<file path="config.mk">
export PLATFORM = sky130hd
export DESIGN_NAME = gpwi_port
export DESIGN_NICKNAME = d
export VERILOG_FILES = /design/src/design/gpwi_pkg.sv /design/src/design/gpwi_sync.sv /design/src/design/gpwi_edge.sv /design/src/design/gpwi_port.sv
export VERILOG_INCLUDE_DIRS = /design/src /design/src/design
export SDC_FILE = /design/constraint.sdc
export NUM_CORES = 1
export LEC_CHECK = 0
export ABC_AREA = 1
export BUFFER_PORTS_ARGS = -buffer_cell sky130_fd_sc_hd__buf_2
export CAP_MARGIN = 20
export CORE_AREA = 2 2 199 201
export CTS_CLUSTER_SIZE = 24
export DETAILED_ROUTE_END_ITERATION = 12
export DIE_AREA = 0 0 201 203
export SLEW_MARGIN = 15
export SYNTH_ARGS = -nofsm -noshare
export SYNTH_HDL_FRONTEND = slang
export SYNTH_HIERARCHICAL = 1
export SYNTH_SLANG_ARGS = --single-unit
export TNS_END_PERCENT = 30
</file>
<file path="constraint.sdc">
create_clock -name clock -period 1.4 [get_ports clock]
set_clock_uncertainty 0.1 [all_clocks]
set_input_delay 0.14 -clock clock [delete_from_list [all_inputs] [get_ports clock]]
set_output_delay 0.14 -clock clock [all_outputs]
set_load 0.02 [all_outputs]
</file>
<file path="src/design/gpwi_consts.svh">
// gpwi_consts.svh: widths, field positions and reset values of the pin port
// assumes: included by bare name from package and design files
`ifndef GPWI_CONSTS_SVH
`define GPWI_CONSTS_SVH

`define GPWI_NPINS        21
`define GPWI_WORD_W       32
`define GPWI_BYTE_W       8
`define GPWI_LOW_GRP_LSB  0
`define GPWI_HIGH_GRP_LSB 8
`define GPWI_DIR_RST      21'h000000
`define GPWI_OUT_RST      21'h000000
`define GPWI_PULL_RST     21'h1fffff
`define GPWI_EDGE_RST     21'h000000
`define GPWI_EN_RST       21'h000000

`endif

</file>
<file path="src/design/gpwi_pkg.sv">
// gpwi_pkg.sv: types shared by the pin port files
// assumes: gpwi_consts.svh on the include path
`include "gpwi_consts.svh"

package gpwi_pkg;

  typedef logic [`GPWI_NPINS-1:0] gpwi_pins_t;

  typedef enum logic [0:0] {
    GPWI_GRP_LOW  = 1'b0,
    GPWI_GRP_HIGH = 1'b1
  } gpwi_grp_t;

  // per-pin wake/interrupt controls, one storage for both views
  typedef struct packed {
    gpwi_pins_t edge_fall;
    gpwi_pins_t enable;
  } gpwi_evt_cfg_t;

  // per-pin drive to the pad
  typedef struct packed {
    gpwi_pins_t out;
    gpwi_pins_t oe;
    gpwi_pins_t pull_en;
  } gpwi_pad_t;

  typedef enum logic [1:0] {
    GPWI_PWR_RUN   = 2'b00,
    GPWI_PWR_DOZE  = 2'b01,
    GPWI_PWR_SLEEP = 2'b10,
    GPWI_PWR_DEEP  = 2'b11
  } gpwi_pwr_t;

endpackage

</file>
<file path="src/design/gpwi_sync.sv">
// gpwi_sync.sv: two-flop synchroniser for a vector of pad levels
// assumes: inputs asynchronous to clock, outputs read by logic on clock
`timescale 1ns/100ps
`default_nettype none

module gpwi_sync #(
  parameter int W = 1
) (
  // clock and reset
  input  wire logic         clock,
  input  wire logic         srst,
  // levels
  input  wire logic [W-1:0] async_in,
  output logic      [W-1:0] sync_out
);

  logic [W-1:0] meta_q;
  logic [W-1:0] meta_d;
  logic [W-1:0] sync_q;
  logic [W-1:0] sync_d;

  always_comb begin
    meta_d = async_in;
    sync_d = meta_q;
  end

  always_ff @(posedge clock) begin
    if (srst) begin
      meta_q <= '1;
      sync_q <= '1;
    end else begin
      meta_q <= meta_d;
      sync_q <= sync_d;
    end
  end

  assign sync_out = sync_q;

endmodule

`default_nettype wire

</file>
<file path="src/design/gpwi_edge.sv">
// gpwi_edge.sv: per-pin edge detect and sticky status bit
// assumes: level already synchronised to clock
`timescale 1ns/100ps
`default_nettype none

module gpwi_edge (
  // clock and reset
  input  wire logic clock,
  input  wire logic srst,
  // pin level and controls
  input  wire logic level,
  input  wire logic edge_fall,
  input  wire logic is_input,
  input  wire logic clr,
  // results
  output logic      hit,
  output logic      status
);

  logic prev_q;
  logic prev_d;
  logic stat_q;
  logic stat_d;

  always_comb begin
    prev_d = level;
    hit    = is_input && (edge_fall ? (prev_q && !level) : (!prev_q && level));
    // set beats clear in the same cycle
    stat_d = hit || (stat_q && !clr);
  end

  always_ff @(posedge clock) begin
    if (srst) begin
      prev_q <= 1'b1;
      stat_q <= 1'b0;
    end else begin
      prev_q <= prev_d;
      stat_q <= stat_d;
    end
  end

  assign status = stat_q;

endmodule

`default_nettype wire

</file>
<file path="src/design/gpwi_port.sv">
// gpwi_port.sv: 21-pin general io port with pull-ups, byte groups, edge wake
// assumes: one 25 MHz clock, srst synchronous; pad wire resolved outside
//
// Contract
// - 21 pins, each input or output
// - enabled peripheral takes over its pin
// - reset: peripherals off, all pins input
// - direction stored, applied once peripheral off
// - 32-bit output word, bits 21-31 ignored
// - outputs held for inputs, driven later
// - output value held while peripheral owns
// - byte write to low/high group
// - byte read from one 8-pin group
// - per-pin pull-up, all on at reset
// - pull-up holds under peripheral, not crystal
// - pull-up kept and active in sleep
// - read word shows every pin level
// - edge select rising or falling, rising default
// - per-pin enable, inputs only raise events
// - status records edges even when disabled
// - interrupt and wake views share bits
// - enabled edge wakes from sleep or doze
// - wake edge rising default, per-pin enable
// - status kept until cleared per pin or all at initialisation
// - events go to system controller line
`timescale 1ns/100ps
`default_nettype none
`include "gpwi_consts.svh"

module gpwi_port (
  // clock and reset
  input  wire logic                       clock,
  input  wire logic                       srst,
  // direction, output and pull-up writes
  input  wire logic                       dir_wr,
  input  wire logic [`GPWI_NPINS-1:0]     dir_wdata,
  input  wire logic                       out_wr,
  input  wire logic [`GPWI_WORD_W-1:0]    out_wdata,
  input  wire logic                       pull_wr,
  input  wire logic [`GPWI_NPINS-1:0]     pull_wdata,
  // byte group access
  input  wire logic                       byte_wr,
  input  wire gpwi_pkg::gpwi_grp_t        byte_wr_grp,
  input  wire logic [`GPWI_BYTE_W-1:0]    byte_wdata,
  input  wire gpwi_pkg::gpwi_grp_t        byte_rd_grp,
  output logic      [`GPWI_BYTE_W-1:0]    byte_rdata,
  output logic                            byte_grp_ok,
  // edge and enable, written through interrupt or wake view
  input  wire logic                       int_edge_wr,
  input  wire logic                       wake_edge_wr,
  input  wire logic [`GPWI_NPINS-1:0]     edge_wdata,
  input  wire logic                       int_en_wr,
  input  wire logic                       wake_en_wr,
  input  wire logic [`GPWI_NPINS-1:0]     en_wdata,
  input  wire logic [`GPWI_NPINS-1:0]     status_clr,
  input  wire logic                       init_clr_all,
  // state read back
  output logic      [`GPWI_WORD_W-1:0]    pin_state,
  output logic      [`GPWI_WORD_W-1:0]    evt_status,
  output gpwi_pkg::gpwi_evt_cfg_t         evt_cfg,
  output logic      [`GPWI_NPINS-1:0]     dir_out,
  output logic      [`GPWI_NPINS-1:0]     out_value,
  // system controller side
  input  wire gpwi_pkg::gpwi_pwr_t        pwr_state,
  output logic                            sysctl_irq,
  output logic                            wake_req,
  // peripheral sharing
  input  wire logic [`GPWI_NPINS-1:0]     periph_own,
  input  wire logic [`GPWI_NPINS-1:0]     periph_out,
  input  wire logic [`GPWI_NPINS-1:0]     periph_oe,
  input  wire logic [`GPWI_NPINS-1:0]     xtal_pin,
  output logic      [`GPWI_NPINS-1:0]     periph_in,
  // pads
  input  wire logic [`GPWI_NPINS-1:0]     general_io_pin_i,
  output logic      [`GPWI_NPINS-1:0]     general_io_pin_o,
  output logic      [`GPWI_NPINS-1:0]     general_io_pin_oe,
  output logic      [`GPWI_NPINS-1:0]     general_io_pin_pu
);

  localparam int N  = `GPWI_NPINS;
  localparam int BW = `GPWI_BYTE_W;

  logic [N-1:0] dir_q;
  logic [N-1:0] dir_d;
  logic [N-1:0] out_q;
  logic [N-1:0] out_d;
  logic [N-1:0] pull_q;
  logic [N-1:0] pull_d;
  gpwi_pkg::gpwi_evt_cfg_t cfg_q;
  gpwi_pkg::gpwi_evt_cfg_t cfg_d;
  gpwi_pkg::gpwi_pad_t     pad_q;
  gpwi_pkg::gpwi_pad_t     pad_d;
  logic [BW-1:0] rbyte_q;
  logic [BW-1:0] rbyte_d;
  logic          grp_ok_q;
  logic          grp_ok_d;
  logic          irq_q;
  logic          irq_d;
  logic          wake_q;
  logic          wake_d;
  logic [N-1:0]  lvl;
  logic [N-1:0]  hit;
  logic [N-1:0]  stat;
  logic [N-1:0]  clr;
  logic [N-1:0]  is_in;
  logic [N-1:0]  in_cfg;
  logic [3:0][N-1:0] drove_q;
  logic [3:0][N-1:0] drove_d;
  logic          asleep;

  // pad levels cross into the clock domain before any use
  gpwi_sync #(.W(N)) u_sync (
    .clock    (clock),
    .srst     (srst),
    .async_in (general_io_pin_i),
    .sync_out (lvl)
  );

  // an owned pin never counts as an input for events
  assign in_cfg = ~dir_q & ~periph_own;
  // a pin just released still shows its own drive for four cycles (pad
  // register, two sync flops and the edge history flop); events wait that long so the port never
  // flags its own output, at the cost of a real edge in that window
  assign is_in  = in_cfg & ~(drove_q[0] | drove_q[1] | drove_q[2] | drove_q[3]);

  always_comb begin
    drove_d = {drove_q[2:0], ~in_cfg};
  end

  always_ff @(posedge clock) begin
    if (srst) begin
      drove_q <= {4{`GPWI_DIR_RST}};
    end else begin
      drove_q <= drove_d;
    end
  end
  assign clr   = status_clr | {N{init_clr_all}};

  genvar g;
  generate
    for (g = 0; g < N; g++) begin : g_pin
      gpwi_edge u_edge (
        .clock     (clock),
        .srst      (srst),
        .level     (lvl[g]),
        .edge_fall (cfg_q.edge_fall[g]),
        .is_input  (is_in[g]),
        .clr       (clr[g]),
        .hit       (hit[g]),
        .status    (stat[g])
      );
    end
  endgenerate

  // control store
  always_comb begin
    dir_d  = dir_q;
    out_d  = out_q;
    pull_d = pull_q;
    cfg_d  = cfg_q;
    // stored even for owned pins, takes effect through pad mux
    if (dir_wr) begin
      dir_d = dir_wdata;
    end
    if (out_wr) begin
      out_d = out_wdata[N-1:0];
    end
    if (byte_wr) begin
      if (byte_wr_grp == gpwi_pkg::GPWI_GRP_HIGH) begin
        out_d[`GPWI_HIGH_GRP_LSB +: BW] = byte_wdata;
      end else begin
        out_d[`GPWI_LOW_GRP_LSB +: BW] = byte_wdata;
      end
    end
    if (pull_wr) begin
      pull_d = pull_wdata;
    end
    // both views land in the same bits
    if (int_edge_wr || wake_edge_wr) begin
      cfg_d.edge_fall = edge_wdata;
    end
    if (int_en_wr || wake_en_wr) begin
      cfg_d.enable = en_wdata;
    end
  end

  always_ff @(posedge clock) begin
    if (srst) begin
      dir_q  <= `GPWI_DIR_RST;
      out_q  <= `GPWI_OUT_RST;
      pull_q <= `GPWI_PULL_RST;
      cfg_q  <= {`GPWI_EDGE_RST, `GPWI_EN_RST};
    end else begin
      dir_q  <= dir_d;
      out_q  <= out_d;
      pull_q <= pull_d;
      cfg_q  <= cfg_d;
    end
  end

  // pad drive and read-back
  always_comb begin
    // peripheral wins the pin while it owns it
    pad_d.out     = (periph_own & periph_out) | (~periph_own & out_q);
    pad_d.oe      = (periph_own & periph_oe) | (~periph_own & dir_q);
    // pull stays whatever the power state; crystal pins not pulled while a peripheral owns them
    pad_d.pull_en = pull_q & ~(periph_own & xtal_pin);
    rbyte_d       = (byte_rd_grp == gpwi_pkg::GPWI_GRP_HIGH) ?
                    lvl[`GPWI_HIGH_GRP_LSB +: BW] : lvl[`GPWI_LOW_GRP_LSB +: BW];
    grp_ok_d      = (byte_rd_grp == gpwi_pkg::GPWI_GRP_HIGH) ?
                    (&in_cfg[`GPWI_HIGH_GRP_LSB +: BW]) :
                    (&in_cfg[`GPWI_LOW_GRP_LSB +: BW]);
  end

  always_ff @(posedge clock) begin
    if (srst) begin
      pad_q    <= {`GPWI_OUT_RST, `GPWI_DIR_RST, `GPWI_PULL_RST};
      rbyte_q  <= 8'h00;
      grp_ok_q <= 1'b1;
    end else begin
      pad_q    <= pad_d;
      rbyte_q  <= rbyte_d;
      grp_ok_q <= grp_ok_d;
    end
  end

  // system controller event and wake
  assign asleep = (pwr_state != gpwi_pkg::GPWI_PWR_RUN);

  always_comb begin
    irq_d  = |(stat & cfg_q.enable);
    wake_d = asleep && (|(hit & cfg_q.enable));
  end

  always_ff @(posedge clock) begin
    if (srst) begin
      irq_q  <= 1'b0;
      wake_q <= 1'b0;
    end else begin
      irq_q  <= irq_d;
      wake_q <= wake_d;
    end
  end

  assign general_io_pin_o  = pad_q.out;
  assign general_io_pin_oe = pad_q.oe;
  assign general_io_pin_pu = pad_q.pull_en;
  assign periph_in         = lvl;
  assign pin_state         = {{(`GPWI_WORD_W-N){1'b0}}, lvl};
  assign evt_status        = {{(`GPWI_WORD_W-N){1'b0}}, stat};
  assign evt_cfg           = cfg_q;
  assign dir_out           = dir_q;
  assign out_value         = out_q;
  assign byte_rdata        = rbyte_q;
  assign byte_grp_ok       = grp_ok_q;
  assign sysctl_irq        = irq_q;
  assign wake_req          = wake_q;

endmodule

`default_nettype wire

</file>
# After elaboration in Yosys (flattened, before gate mapping)
# Cells that the tools add are included.
classes:
  reduce_logical: 176
  bitwise: 21
  muxes: 27
ops:
  columns: ["operator", "n"]
  rows:
  - ["bitwise AND 21 bit", 10]
  - ["OR 21 bit", 6]
  - ["inverter 21 bit", 5]
  - ["logical AND 1 bit", 85]
  - ["zero test 1 bit", 63]
  - ["OR reduction 21 bit", 2]
  - ["two-way mux 16 bit", 2]
  - ["two-way mux 8 bit", 3]
  - ["logical OR 1 bit", 23]
  - ["two-way mux 1 bit", 22]
  - ["AND reduction 8 bit", 2]
  - ["nonzero test 2 bit", 1]
word_totals:
  in_bits: 265
  word_cells: 285
  out_inout_bits: 243
  register_bits: 347

# Longest topological paths before layout
# Gate-level depths: netlist of run 1.
depth:
  ltp_word: 9
  depth_mapped: 11
  mapped_depth_nobuf: 11

# Hierarchy
# The synthesis of run 1 kept the hierarchy.
modules_own_cells:
  columns: ["mod", "seq_area_each_um2", "n_inst", "area_per_inst_um2", "cells_per_inst"]
  rows:
  - ["gpwi_port", 5265.0, 1, 9537.9, 1224]
  - ["gpwi_edge", 40.0, 21, 97.6, 14]
  - ["gpwi_sync", 840.8, 1, 1216.2, 131]

# Least setup slack after synthesis of run 1
# Ideal clock, no wire load.
synth_path:
  path_kind: "reg2reg"
  from: "register dir_q[8], in the netlist dir_out[8]"
  to: "register wake_q, in the netlist wake_req"
  path_slack_ns: 0.025
  arrival_ns: 1.205
  n_path_buf: 0
  synth_period_minus_slack_ns: 1.375
  required_ns: 1.230
  setup_ns: 0.070
  stages_incl_launch_ff: 12
  cell_sequence: "dfxtp_1 nor2_1 inv_1 nor3_1 nand2_2 inv_1 nand2_1 nand2_1 nor2_1 nand2_1 nor2_1 a21oi_1"
synth_between:
  elab_chain_len: 7
synth_rtl:
  columns: ["item", "line", "text"]
  rows:
  - ["start: declaration", "gpwi_port.sv:83", "logic [N-1:0] dir_q;"]
  - ["start signal: assignment", "gpwi_port.sv:189", "dir_q <= `GPWI_DIR_RST;"]
  - ["start signal: assignment", "gpwi_port.sv:194", "dir_q <= dir_d;"]
  - ["inverter 21 bit", "gpwi_port.sv:120", "assign in_cfg = ~dir_q & ~periph_own;"]
  - ["bitwise AND 21 bit", "gpwi_port.sv:120", null]
  - ["bitwise AND 21 bit", "gpwi_port.sv:124", "assign is_in = in_cfg & ~(drove_q[0] | drove_q[1] | drove_q[2] | drove_q[3]);"]
  - ["via is_in[8]", "gpwi_port.sv:105", "logic [N-1:0] is_in;"]
  - ["logical AND 1 bit", "gpwi_edge.sv:27", "hit = is_input && (edge_fall ? (prev_q && !level) : (!prev_q && level));"]
  - ["via hit[8]", "gpwi_port.sv:102", "logic [N-1:0] hit;"]
  - ["bitwise AND 21 bit", "gpwi_port.sv:232", "wake_d = asleep && (|(hit & cfg_q.enable));"]
  - ["OR reduction 21 bit", "gpwi_port.sv:232", null]
  - ["logical AND 1 bit", "gpwi_port.sv:232", null]
  - ["end signal: assignment", "gpwi_port.sv:241", "wake_q <= wake_d;"]
  - ["end: declaration", "gpwi_port.sv:99", "logic wake_q;"]
# The timed path passes the listed nets, and every way through them passes these cells.
# A chain may end at the register's enable or synchronous reset.

# Final worst setup path of run 1
layout_path:
  from: "register drove_q (netlist bit drove_d[57])"
  to: "register wake_q, in the netlist wake_req"
layout_between:
  elab_chain_len: 9
layout_rtl:
  columns: ["item", "line", "text"]
  rows:
  - ["start: declaration", "gpwi_port.sv:107", "logic [3:0][N-1:0] drove_q;"]
  - ["start signal: assignment", "gpwi_port.sv:132", "drove_q <= {4{`GPWI_DIR_RST}};"]
  - ["start signal: assignment", "gpwi_port.sv:134", "drove_q <= drove_d;"]
  - ["OR 21 bit (3 in a row)", "gpwi_port.sv:124", null]
  - ["inverter 21 bit", "gpwi_port.sv:124", null]
  - ["bitwise AND 21 bit", "gpwi_port.sv:124", null]
  - ["via is_in[15]", "gpwi_port.sv:105", null]
  - ["logical AND 1 bit", "gpwi_edge.sv:27", null]
  - ["via hit[15]", "gpwi_port.sv:102", null]
  - ["bitwise AND 21 bit", "gpwi_port.sv:232", null]
  - ["OR reduction 21 bit", "gpwi_port.sv:232", null]
  - ["logical AND 1 bit", "gpwi_port.sv:232", null]
# The timed path passes the listed nets, and every way through them passes these cells.

==> impl_metrics.sql, run 1 <==
INSERT INTO impl_metrics (metric_group, metric, value, unit) VALUES
('placement', 'port-buffer-count', '474', ''),
('floorplan', 'die_area', '40800', 'sq um'),
('critical_path', 'worst-endpoint-required', '1.77', 'ns'),
('timing', 'max_slew_margin', '45.40', '%'),
('cts', 'number_of_clock_buffers_inserted_by_tritoncts', '40', ''),
('global_routing', 'global_route_wire_length_before_repair', '83580', 'microns'),
('critical_path', 'worstReg2RegEnd', 'wake_req$_SDFF_PP0_', ''),
('global_routing', 'vias_in_the_first_global_route', '14611', ''),
('critical_path', 'timing.critical_path.cells', 'inv_2 > nand3_2 > nor4_4 > buf_4 > nand2_4 > inv_4 > nand2_4 > nand2_2 > nor2_2 > nand2_1 > nor2_1 > a21oi_1', ''),
('pwr', 'combinationalPowerShare', '17.0', '%'),
('timing', 'finalHoldViolCount', '4', ''),
('global_routing', 'grt.overflow.total', '0', ''),
('timing', 'finalMaxSlewViolations', '0', ''),
('placement', 'place.gp.congestion', '0.9455', ''),
('layout', 'share_of_post_route_cells_with_drive_strength_above_1', '34.91', '%'),
('critical_path', 'critPathCapture', 'wake_req$_SDFF_PP0_', ''),
('timing', 'worstMarginPinSlew', '0.8191', 'ns'),
('logic_synthesis', 'netlist_area', '12800', 'sq um'),
('critical_path', 'cp.arrival', '1.94', 'ns'),
('outcome', 'status', 'complete, but fails checks', ''),
('critical_path', 'critical_path_peak_fanout', '2', ''),
('pwr', 'internal-power', '0.01875', 'W'),
('floorplan', 'boundary_pins', '508', ''),
('cts', 'cts.root.buffer_cell', 'clkbuf_16', ''),
('logic_synthesis', 'synth_area_leaders', 'dfxtp_1, nor2_1, nand2_1', ''),
('logic_synthesis', 'synth_seq_cells', '347', ''),
('logic_synthesis', 'synth_seq_area_share', '54.26', '%'),
('routing', 'via_count', '14309', ''),
('routing', 'wl_per_cell', '17.88', 'microns'),
('logic_synthesis', 'syn_area_per_cell', '7.764', 'sq um'),
('logic_synthesis', 'synth_edf_count', '0', ''),
('layout', 'final-seq-area', '7078', 'sq um'),
('layout', 'final_net_count', '2882', ''),
('logic_synthesis', 'synth_area_leader_cell', 'dfxtp_1', ''),
('pwr', 'switching_share', '26.64', '%'),
('global_routing', 'antenna_found_initial', '1', ''),
('outcome', 'violations', 'hold timing, setup timing', ''),
('timing', 'holdWs', '-0.1128', 'ns'),
('cts', 'cts.sink_count', '347', ''),
('timing', 'post-route-worst-setup-slack', '-0.1744', 'ns'),
('pwr', 'power_switching', '0.006810', 'W'),
('critical_path', 'crit_path_frequent_cell', 'nand2_4', ''),
('timing', 'fin_setup_tns', '-0.1822', 'ns'),
('layout', 'layout-area-overhead-vs-synth', '76.04', '%'),
('hold_path', 'holdCritStartpoint', 'periph_own[4]', ''),
('logic_synthesis', 'yosys_most_used_dff', 'dfxtp_1', ''),
('critical_path', 'timing.critical_path.slowest_cell_delay', '0.30', 'ns'),
('cts', 'worst_setup_hold_path_clk_slew', '0.06', 'ns'),
('critical_path', 'criticalPathCategory', 'flop to flop', ''),
('hold_path', 'class_of_the_tightest_hold_or_removal_check', 'input port to flop', ''),
('floorplan', 'die-height', '203', 'microns'),
('cts', 'cts-root-to-sink-buffers', '3', ''),
('routing', 'drcViolationCount', '0', ''),
('floorplan', 'floorplan.core_area', '38470', 'sq um'),
('timing', 'report.final.setup_viol', '4', ''),
('global_routing', 'gr-usage-all-layers', '26.85', '%'),
('pwr', 'power_density', '1134', 'nW/um^2'),
('floorplan', 'row_count', '72', ''),
('routing', 'firstDrtPassIters', '7', ''),
('logic_synthesis', 'yosys_warnings', '6', ''),
('logic_synthesis', 'netlist_instances', '1649', ''),
('cts', 'insertion_delay', '0.55', 'ns'),
('cts', 'cts_tree', 'yes', ''),
('pwr', 'p_leak', '11.61', 'nW'),
('routing', 'post_drt_via_cell_ratio', '4.517', ''),
('pwr', 'pwr-share-clk', '40.7', '%'),
('floorplan', 'initial_utilization', '33.28', '%'),
('critical_path', 'crit_path_end_kind', 'flop', ''),
('cts', 'htree_num_levels', '2', ''),
('routing', 'detail_route.wirelength', '56640', 'microns'),
('logic_synthesis', 'synth-async-reset-ratio', '0', '%');
power groups by stage:
stage | registers (W) | clock network [W] | logic (W)
detailed placement | 0.0110 | 0 | 0.00317
CTS | 0.0108 | 0.0106 | 0.00418
finish | 0.0108 | 0.0104 | 0.00434
global route | 0.0109 | 0.0110 | 0.00464
global placement | 0.0110 | 0 | 0.00314
floorplan | 0.0113 | 0 | 0.00113
worst max-delay path, delay by kind of cell, from the launching register on:
| kind | cells | cell delay (ns) |
|---|---|---|
| compound gates | 1 | 0.11 |
| simple gates | 8 | 0.68 |
| flops | 1 | 0.30 |
| buf+inv | 3 | 0.29 |
per-layer routing:
| layer | GRT usage, % | wire length, microns | up-vias | part of all wire, % |
|---|---|---|---|---|
| met1 | 31.99 | 22780 | 6669 | 40 |
| met3 | 5.329 | 3391 | 152 | 6.0 |
| met2 | 46.47 | 27840 | 563 | 49 |
| met4 | 12.75 | 2630 | 0 | 4.6 |
| li1 | - | - | 6925 | - |
| met5 | 0 | 0 | - | 0 |
timing repair:
action,CTS,global route
setup endpoints to repair,108,131
hold buffers,339,5
gates resized for setup,265,102
hold endpoints to repair,272,8
pin swaps,8,16
buffers inserted,9,2
through the flow:
step / cell area [sq um] / hold WS, ns / setup slack (ns) / utilization, % / power, W
6_report: 22540 / -0.1128 / -0.1744 / 58.59 / 0.02556
5_1_grt: 22530 / -0.1184 / -0.2865 / 58.57 / 0.02653
4_1_cts: 22290 / -0.01559 / -0.1707 / 57.93 / 0.02553
3_5_place_dp: 16780 / 0.2248 / -0.5504 / 43.61 / 0.01413
3_3_place_gp: 16780 / 0.2227 / -0.5623 / 43.61 / 0.01409
2_1_floorplan: 12880 / 0.1024 / 0.02515 / - / 0.01246
cell type report:
class,instances,area share [%]
Sequential cell,347,31.40
Clock buffer,58,5.185
Tap cell,518,2.876
Antenna cell,3,0.03331
Multi-Input combinational cell,969,20.11
Clock inverter,14,0.6439
Timing Repair Buffer,1003,35.46
Inverter,256,4.286
registers in the layout, indices dropped and copies added (netlist names), 8 cells and up:
signal,flops
u_sync/sync_out,21
g_pin.u_edge/status,21
evt_cfg,42
dir_out,21
byte_rdata,8
g_pin.u_edge/prev_q,21
general_io_pin_pu,21
drove_d,63
pull_q,21
u_sync/meta_q,21
out_value,21
general_io_pin_o,21
general_io_pin_oe,21
drove_q,21
cells in the final DEF (no fill, tap or decap), types with 3 or more instances in the layout:
cell	synthesis	routed
nor3_1	15	7
nand3_1	89	87
clkbuf_16	0	40
nand2_4	0	3
inv_2	2	13
nor2_2	0	4
conb_1	1	22
buf_4	44	150
dlygate4sd3_1	0	329
nand2_1	286	282
or2_1	21	21
clkinv_2	0	7
a21oi_1	15	15
inv_1	252	239
nand4_1	3	3
dfxtp_4	0	11
clkbuf_1	18	8
diode_2	0	3
nor2_1	292	286
dlymetal6s4s_1	0	7
nor3_4	0	4
a31oi_1	15	15
o21a_1	21	21
or2_2	21	21
buf_2	29	386
nand2_2	26	27
dfxtp_1	347	264
buf_6	6	122
nor3_2	0	4
nor4_2	0	4
nor4_1	9	3
dfxtp_2	0	72
a21oi_2	21	21
o21ai_0	111	108
buf_12	0	9
clkbuf_8	0	10
o21ai_1	2	4
cells by family (layout without fill, tap and decap cells):
kind of cell / after synthesis / in the layout / synth area share, %
DFF: 347 / 347 / 54.26
buffers and inverters: 354 / 1331 / 12.39
and+or+nand+nor: 762 / 762 / 24.92
AOI/OAI and AO/OA: 185 / 185 / 8.404
other: 1 / 25 / 0.02929
worst min path at each step:
stage / to / slack, ns / cells after the start
detailed placement: u_sync/meta_q[19]$_SDFF_PP1_ / 0.22 / 3
CTS: drove_d[34]$_SDFF_PP0_ / -0.02 / 4
finish: drove_d[25]$_SDFF_PP0_ / -0.11 / 3
global route: drove_d[25]$_SDFF_PP0_ / -0.12 / 3
global placement: u_sync/meta_q[19]$_SDFF_PP1_ / 0.22 / 3
floorplan: g_pin[0].u_edge/status$_SDFF_PP0_ / 0.10 / 1
No activity file was read; power rests on OpenSTA's default activity.
==> run 2, diff against run 1 <==
--- a/config.mk
+++ b/config.mk
@@ -8,11 +8,12 @@
 export LEC_CHECK = 0
 export ABC_AREA = 1
 export BUFFER_PORTS_ARGS = -buffer_cell sky130_fd_sc_hd__buf_2
-export CAP_MARGIN = 20
-export CORE_AREA = 2 2 199 201
+export CORE_AREA = 2 2 200 202
+export CTS_BUF_LIST = sky130_fd_sc_hd__clkbuf_8
 export CTS_CLUSTER_SIZE = 24
 export DETAILED_ROUTE_END_ITERATION = 12
-export DIE_AREA = 0 0 201 203
+export DIE_AREA = 0 0 202 204
+export PLACE_DENSITY = 0.6
 export SLEW_MARGIN = 15
 export SYNTH_ARGS = -nofsm -noshare
 export SYNTH_HDL_FRONTEND = slang
==> run 2 against run 1 <==
  * The flow finishes with violations (setup timing)
  * Design area rose by 11%
  * Clock power barely moved
  * Critical path depth fell by 4
  * Non-clock buffer count rose by 145
  * Final cell count rose by 6.0%
  * Hold slack improved by 0.11 ns
  * Register-to-register slack improved by 0.07 ns
  * Global-route usage rose by 2.7 points
  * Fmax fell by 0.26%
  * Largest cell class unchanged
  * Highest routed layer is now met5
==> impl_metrics.sql, run 2 (same netlist as run 1, synthesis figures left out) <==
INSERT INTO impl_metrics (metric_group, metric, value, unit) VALUES
('pwr', 'power_density', '1044', 'nW/um^2'),
('global_routing', 'vias_in_the_first_global_route', '16666', ''),
('floorplan', 'boundary_pins', '508', ''),
('floorplan', 'die_area', '41210', 'sq um'),
('global_routing', 'grt.overflow.total', '0', ''),
('critical_path', 'path_buf_inv', '6', ''),
('hold_path', 'holdCritStartpoint', 'srst', ''),
('layout', 'layout-area-overhead-vs-synth', '95.66', '%'),
('cts', 'cts_tree', 'yes', ''),
('cts', 'cts.root.buffer_cell', 'clkbuf_8', ''),
('layout', 'share_of_post_route_cells_with_drive_strength_above_1', '38.78', '%'),
('routing', 'drcViolationCount', '0', ''),
('placement', 'place.gp.congestion', '0.9426', ''),
('timing', 'finalHoldViolCount', '0', ''),
('pwr', 'part_of_the_power_in_registers', '41.5', '%'),
('global_routing', 'global_route_wire_length_before_repair', '92810', 'microns'),
('outcome', 'violations', 'setup timing', ''),
('timing', 'finalMaxSlewViolations', '0', ''),
('critical_path', 'worstReg2RegStart', 'drove_d[37]$_SDFF_PP0_', ''),
('pwr', 'internal-power', '0.01877', 'W'),
('critical_path', 'timing.critical_path.cells', 'buf_2 > dlygate4sd3_1 > clkinvlp_4 > buf_4 > buf_4 > nor2_1 > dlygate4sd3_1 > nor2_1', ''),
('cts', 'htree_num_levels', '2', ''),
('routing', 'firstDrtPassIters', '6', ''),
('placement', 'hpwlAfterDp', '38880', 'microns'),
('pwr', 'switching_share', '28.23', '%'),
('placement', 'placedInstanceArea', '16720', 'sq um'),
('routing', 'detail-route-antenna-nets', '0', ''),
('hold_path', 'class_of_the_tightest_hold_or_removal_check', 'input port to flop', ''),
('timing', 'max_freq', '0.6335', 'GHz'),
('layout', 'layout_commonest_cell', 'dlygate4sd3_1', ''),
('critical_path', 'worst-endpoint-required', '1.86', 'ns'),
('routing', 'via_count', '15927', ''),
('timing', 'post-route-worst-setup-slack', '-0.1786', 'ns'),
('layout', 'filler_cell_count', '2980', ''),
('timing', 'max_slew_margin', '34.12', '%'),
('outcome', 'status', 'complete, but fails checks', ''),
('hold_path', 'min_delay_path_depth', '4', ''),
('critical_path', 'setup.worst_path.start_class', 'input port', ''),
('timing', 'report.final.setup_viol', '107', ''),
('pwr', 'power_switching', '0.007383', 'W'),
('pwr', 'combinationalPowerShare', '19.8', '%'),
('critical_path', 'criticalPathCategory', 'input port to flop', ''),
('timing', 'rsz0062_at_grt', 'true', ''),
('layout', 'final_cell_count_no_fill', '3357', ''),
('pwr', 'pwr-share-clk', '38.7', '%'),
('layout', 'number_of_flip_flops_under_the_largest_register_name', '63', ''),
('critical_path', 'worst-r2r-setup-slack', '-0.10', 'ns'),
('job', 'timing.max_cap.violations', '0', ''),
('floorplan', 'die-height', '204', 'microns'),
('cts', 'cts.sink_count', '347', ''),
('routing', 'drtIter0Drc', '990', ''),
('layout', 'final_net_count', '3047', ''),
('global_routing', 'antenna_found_initial', '5', ''),
('floorplan', 'floorplan.core_area', '39180', 'sq um'),
('pwr', 'p_leak', '12.58', 'nW'),
('critical_path', 'timing.critical_path.slowest_cell_delay', '0.61', 'ns'),
('floorplan', 'row_count', '73', ''),
('pwr', 'vdd_ir_drop_max', '0.0008645', 'V'),
('critical_path', 'crit_slowest_cell', 'dlygate4sd3_1', ''),
('layout', 'final_cell_mix', 'dlygate4sd3_1, nand2_1, nor2_1', ''),
('timing', 'worstMarginPinSlew', '0.9882', 'ns'),
('critical_path', 'cp.arrival', '2.04', 'ns'),
('critical_path', 'critical_path.startpoint', 'dir_wr', ''),
('cts', 'cts-root-to-sink-buffers', '3', ''),
('floorplan', 'initial_utilization', '32.68', '%'),
('routing', 'detail_route.wirelength', '64740', 'microns'),
('global_routing', 'gr-usage-all-layers', '29.50', '%'),
('placement', 'number_of_cells_after_detailed_placement', '2750', ''),
('floorplan', 'die_x', '202', 'microns'),
('cts', 'worst_setup_hold_path_clk_slew', '0.06', 'ns'),
('critical_path', 'reg2regPathDepth', '12', ''),
('critical_path', 'timing.critical_path.max_delay_family', 'buffers and inverters', ''),
('critical_path', 'crit_path_end_kind', 'flop', ''),
('timing', 'fin_crit_sh', '112.8', '%'),
('cts', 'insertion_delay', '0.67', 'ns'),
('routing', 'wl_per_cell', '19.28', 'microns'),
('global_routing', 'maximum_number_of_pins_on_one_net_before_global_route_repair', '45', ''),
('placement', 'port-buffer-count', '474', ''),
('routing', 'post_drt_via_cell_ratio', '4.744', ''),
('cts', 'number_of_clock_buffers_inserted_by_tritoncts', '60', ''),
('critical_path', 'critical_path_peak_fanout', '3', ''),
('hold_path', 'hold_path_end', 'general_io_pin_oe[2]$_SDFF_PP0_', ''),
('layout', 'final_design_area_no_fill', '25050', 'sq um'),
('critical_path', 'worstReg2RegEnd', 'wake_req$_SDFF_PP0_', ''),
('timing', 'layout_min_cycle_time', '1.579', 'ns');
[run 2: changes by cell type in the layout (fill, tap and decap cells not counted), moves of 8 or more]
cell | before | now
dlygate4sd3_1 | 329 | 433
clkbuf_1 | 8 | 0
dfxtp_4 | 11 | 44
clkbuf_8 | 10 | 79
dfxtp_2 | 72 | 141
inv_1 | 239 | 261
buf_4 | 150 | 168
clkbuf_16 | 40 | 0
buf_6 | 122 | 273
dfxtp_1 | 264 | 162
buf_2 | 386 | 255
[run 2: timing repair]
action,CTS,global route
endpoints found under the hold margin,313,52
gates resized for setup,711,71
buffers inserted,48,7
endpoints found under the setup margin,228,235
pin swaps,7,4
hold buffers,434,14
[run 2: cell type report]
class	instances	area, sq um	share of cell area, %
well taps	525	656.9	2.622
multi-input cells	969	4547	18.15
clock buffers	79	1087	4.340
diodes	3	7.507	0.02997
clock inverters	30	231.5	0.9240
inverters	256	967.2	3.861
flip-flops and latches	347	7288	29.09
repair buffers	1148	10270	40.98
[run 2: power groups by stage]
stage / sequential (W) / clock [W] / combinational [W]
6_report: 0.0109 / 0.0101 / 0.00517
5_1_grt: 0.0109 / 0.0107 / 0.00544
4_1_cts: 0.0108 / 0.0102 / 0.00484
3_5_place_dp: 0.0110 / 0 / 0.00314
3_3_place_gp: 0.0109 / 0 / 0.00313
2_1_floorplan: 0.0113 / 0 / 0.00113
[run 2: layer usage]
metal  vias to the layer above  GRT usage [%]  share of wire (%)
met5                         -              0              0.039
met4                         4          18.22                6.5
met3                       328          6.936                7.8
met2                       873          51.58                 49
met1                      7481          32.42                 37
li1                       7241              -                  -
[run 2: worst max-delay path by stage]
stage	to	slack, ns	depth (start not counted)
4_1_cts	dir_out[4]	-0.15	2
6_report	dir_out[7]$_SDFFE_PP0P_	-0.18	8
3_3_place_gp	wake_req$_SDFF_PP0_	-0.34	10
3_5_place_dp	wake_req$_SDFF_PP0_	-0.34	10
5_1_grt	wake_req$_SDFF_PP0_	-0.21	12
2_1_floorplan	wake_req$_SDFF_PP0_	0.03	11
[run 2: metrics by stage]
stage | utilization (%) | hold slack (ns) | setup WS, ns | total power, W | TNS [ns]
after CTS | 63.01 | -0.2804 | -0.1543 | 0.02587 | -13.98
after global routing | 63.93 | 0.006069 | -0.2138 | 0.02707 | -12.08
final | 63.93 | 0.0006859 | -0.1786 | 0.02615 | -6.535
after global placement | 42.68 | 0.2230 | -0.3364 | 0.01407 | -0.8393
after detailed placement | 42.68 | 0.2246 | -0.3360 | 0.01410 | -0.7768
after floorplan | - | 0.1024 | 0.02515 | 0.01246 | 0
[run 2: worst register-to-register path, delay by kind of cell, from the launching register on]
kind | cells | cell delay [ns]
AO/OA/AOI/OAI | 1 | 0.10
AND/OR/NAND/NOR | 8 | 0.65
buffers and inverters | 3 | 0.29
flip-flops | 1 | 0.30
==> run 3, diff against run 2 <==
--- a/config.mk
+++ b/config.mk
@@ -7,7 +7,7 @@
 export NUM_CORES = 1
 export LEC_CHECK = 0
 export ABC_AREA = 1
-export BUFFER_PORTS_ARGS = -buffer_cell sky130_fd_sc_hd__buf_2
+export BUFFER_PORTS_ARGS = -buffer_cell sky130_fd_sc_hd__buf_4
 export CORE_AREA = 2 2 200 202
 export CTS_BUF_LIST = sky130_fd_sc_hd__clkbuf_8
 export CTS_CLUSTER_SIZE = 24
==> run 3 against run 2 <==
  * The run still ends with setup timing left
  * Via count up 0.50%
  * Clock power down 6%
  * Global-route usage rose by 0.96 points
  * Design area up 3.8%
  * Sequential share of layout area down 1.0 points
  * Total power fell by 1.1%
  * Sequential power hardly changed
==> impl_metrics.sql, run 3 (same netlist as run 1, synthesis figures left out) <==
INSERT INTO impl_metrics (metric_group, metric, value, unit) VALUES
('routing', 'via_count', '16007', ''),
('critical_path', 'critPathCapture', 'wake_req$_SDFF_PP0_', ''),
('critical_path', 'worstReg2RegEnd', 'wake_req$_SDFF_PP0_', ''),
('critical_path', 'timing.critical_path.max_delay_family', 'simple AND/OR/NAND/NOR gates', ''),
('pwr', 'p_leak', '13.02', 'nW'),
('critical_path', 'timing.critical_path.slowest_cell_delay', '0.32', 'ns'),
('critical_path', 'worstReg2RegStart', 'drove_d[60]$_SDFF_PP0_', ''),
('layout', 'share_of_post_route_cells_with_drive_strength_above_1', '38.64', '%'),
('placement', 'port-buffer-count', '474', ''),
('placement', 'place.gp.congestion', '0.9406', ''),
('routing', 'drcViolationCount', '0', ''),
('placement', 'dp_slack', '-0.3618', 'ns'),
('outcome', 'status', 'complete, but fails checks', ''),
('layout', 'final_net_count', '3084', ''),
('placement', 'number_of_cells_after_detailed_placement', '2760', ''),
('routing', 'wl_per_cell', '19.34', 'microns'),
('routing', 'firstDrtPassIters', '7', ''),
('routing', 'detail-route-antenna-nets', '0', ''),
('critical_path', 'reg2regPathDepth', '12', ''),
('floorplan', 'floorplan.core_area', '39180', 'sq um'),
('timing', 'finalHoldViolCount', '0', ''),
('critical_path', 'worst-r2r-setup-slack', '-0.15', 'ns'),
('cts', 'cts.root.buffer_cell', 'clkbuf_8', ''),
('timing', 'worstMarginPinSlew', '0.7860', 'ns'),
('layout', 'final_cell_mix', 'buf_4, dlygate4sd3_1, nand2_1, nor2_1, buf_6', ''),
('layout', 'number_of_flip_flops_under_the_largest_register_name', '63', ''),
('placement', 'placedInstanceArea', '17940', 'sq um'),
('cts', 'number_of_clock_buffers_inserted_by_tritoncts', '60', ''),
('timing', 'report.final.setup_viol', '127', ''),
('floorplan', 'die_x', '202', 'microns'),
('layout', 'layout_commonest_cell', 'buf_4', ''),
('layout', 'final_cell_count_no_fill', '3394', ''),
('critical_path', 'crit_slowest_cell', 'nor4_4', ''),
('cts', 'insertion_delay', '0.70', 'ns'),
('job', 'timing.max_cap.violations', '0', ''),
('layout', 'layout-area-overhead-vs-synth', '103.0', '%'),
('floorplan', 'initial_utilization', '32.68', '%'),
('cts', 'cts.sink_count', '347', ''),
('critical_path', 'crit_path_end_kind', 'flop', ''),
('cts', 'cts-root-to-sink-buffers', '3', ''),
('timing', 'max_slew_margin', '47.54', '%'),
('critical_path', 'path_buf_inv', '3', ''),
('global_routing', 'maximum_number_of_pins_on_one_net_before_global_route_repair', '44', ''),
('routing', 'drtIter0Drc', '880', ''),
('global_routing', 'global_route_wire_length_before_repair', '95810', 'microns'),
('critical_path', 'worst-endpoint-required', '1.91', 'ns'),
('global_routing', 'antenna_found_initial', '5', ''),
('critical_path', 'critical_path_peak_fanout', '2', ''),
('placement', 'hpwlAfterDp', '40050', 'microns'),
('timing', 'max_freq', '0.6449', 'GHz'),
('critical_path', 'criticalPathCategory', 'flop to flop', ''),
('outcome', 'violations', 'setup timing', ''),
('critical_path', 'setup.worst_path.start_class', 'flop', ''),
('cts', 'htree_num_levels', '2', ''),
('floorplan', 'row_count', '73', ''),
('floorplan', 'die_area', '41210', 'sq um'),
('floorplan', 'die-height', '204', 'microns'),
('timing', 'finalMaxSlewViolations', '0', ''),
('timing', 'layout_min_cycle_time', '1.551', 'ns'),
('global_routing', 'gr-usage-all-layers', '30.46', '%'),
('pwr', 'power_density', '995.5', 'nW/um^2'),
('layout', 'final_design_area_no_fill', '25990', 'sq um'),
('floorplan', 'boundary_pins', '508', ''),
('routing', 'post_drt_via_cell_ratio', '4.716', ''),
('layout', 'finish.utilization', '66.33', '%'),
('critical_path', 'crit_cells', '12', ''),
('routing', 'detail_route.wirelength', '65630', 'microns'),
('pwr', 'vdd_ir_drop_max', '0.0009107', 'V'),
('timing', 'rsz0062_at_grt', 'true', ''),
('timing', 'post-route-worst-setup-slack', '-0.1506', 'ns'),
('cts', 'cts_tree', 'yes', ''),
('critical_path', 'cp.arrival', '2.06', 'ns'),
('timing', 'fin_crit_sh', '110.8', '%'),
('global_routing', 'grt.overflow.total', '0', ''),
('critical_path', 'timing.critical_path.cells', 'inv_2 > nand3_2 > nor4_4 > buf_4 > nand2_4 > inv_2 > nand2_2 > nand2_2 > nor2_1 > nand2_1 > nor2_1 > a21oi_1', ''),
('hold_path', 'class_of_the_tightest_hold_or_removal_check', 'input port to flop', ''),
('global_routing', 'vias_in_the_first_global_route', '16950', ''),
('layout', 'filler_cell_count', '2893', ''),
('critical_path', 'critical_path.startpoint', 'drove_d[60]$_SDFF_PP0_', ''),
('cts', 'worst_setup_hold_path_clk_slew', '0.06', 'ns');
run 3: final cells by class:
type / instances / area (sq um) / area share, %
timing repair buffer: 1185 / 11270 / 43.34
sequential: 347 / 7301 / 28.09
multi-input combinational: 969 / 4562 / 17.55
clock buffer: 76 / 1046 / 4.024
inverter: 256 / 965.9 / 3.716
tap: 525 / 656.9 / 2.527
clock inverter: 29 / 177.7 / 0.6835
antenna: 7 / 17.52 / 0.06739
run 3: worst min path at each step:
stage | startpoint | to | slack [ns] | depth (start not counted)
detailed placement | general_io_pin_i[19] | u_sync/meta_q[19]$_SDFF_PP1_ | 0.22 | 3
global placement | general_io_pin_i[19] | u_sync/meta_q[19]$_SDFF_PP1_ | 0.22 | 3
finish | srst | byte_rdata[2]$_SDFF_PP0_ | 0.06 | 5
global route | srst | pull_q[13]$_SDFFE_PP1P_ | 0.04 | 5
CTS | srst | pull_q[13]$_SDFFE_PP1P_ | 0.0002 | 5
floorplan | srst | g_pin[0].u_edge/status$_SDFF_PP0_ | 0.10 | 1
run 3: repair_timing:
action	in CTS	in global routing
hold endpoints to repair	305	18
gates cloned	0	2
hold buffers	466	3
pin swaps	0	12
setup buffers	50	18
resized for setup	483	113
endpoints found under the setup margin	217	275
run 3: routing by layer:
metal	wire, microns	up-vias	part of all wire [%]	GRT usage (%)
li1	-	7335	-	-
met1	24430	7546	37	33.47
met2	32590	812	50	53.68
met3	4558	314	6.9	7.765
met4	4051	0	6.2	16.91
met5	0	-	0	0
run 3: worst register-to-register path: stages (launching register included):
cell and delay, ns:
dfxtp_2 0.31, inv_2 0.05, nand3_2 0.09, nor4_4 0.32, buf_4 0.18, nand2_4 0.05
inv_2 0.06, nand2_2 0.04, nand2_2 0.06, nor2_1 0.04, nand2_1 0.06, nor2_1 0.04
a21oi_1 0.11
run 3: power by group:
part	leakage (nW)	switching, W	internal, W
sequential	2.92	0.000406	0.0105
combinational	9.39	0.00252	0.00296
clock	0.709	0.00448	0.00506
total	13.0	0.00740	0.0185
run 3: stage by stage:
step / total power [W] / hold slack [ns] / TNS (ns)
after detailed placement: 0.01452 / 0.2180 / -0.8602
after global routing: 0.02681 / 0.03891 / -14.75
after floorplan: 0.01246 / 0.1024 / 0
after CTS: 0.02552 / 0.0001987 / -13.66
final: 0.02588 / 0.05553 / -6.928
after global placement: 0.01449 / 0.2176 / -0.7644
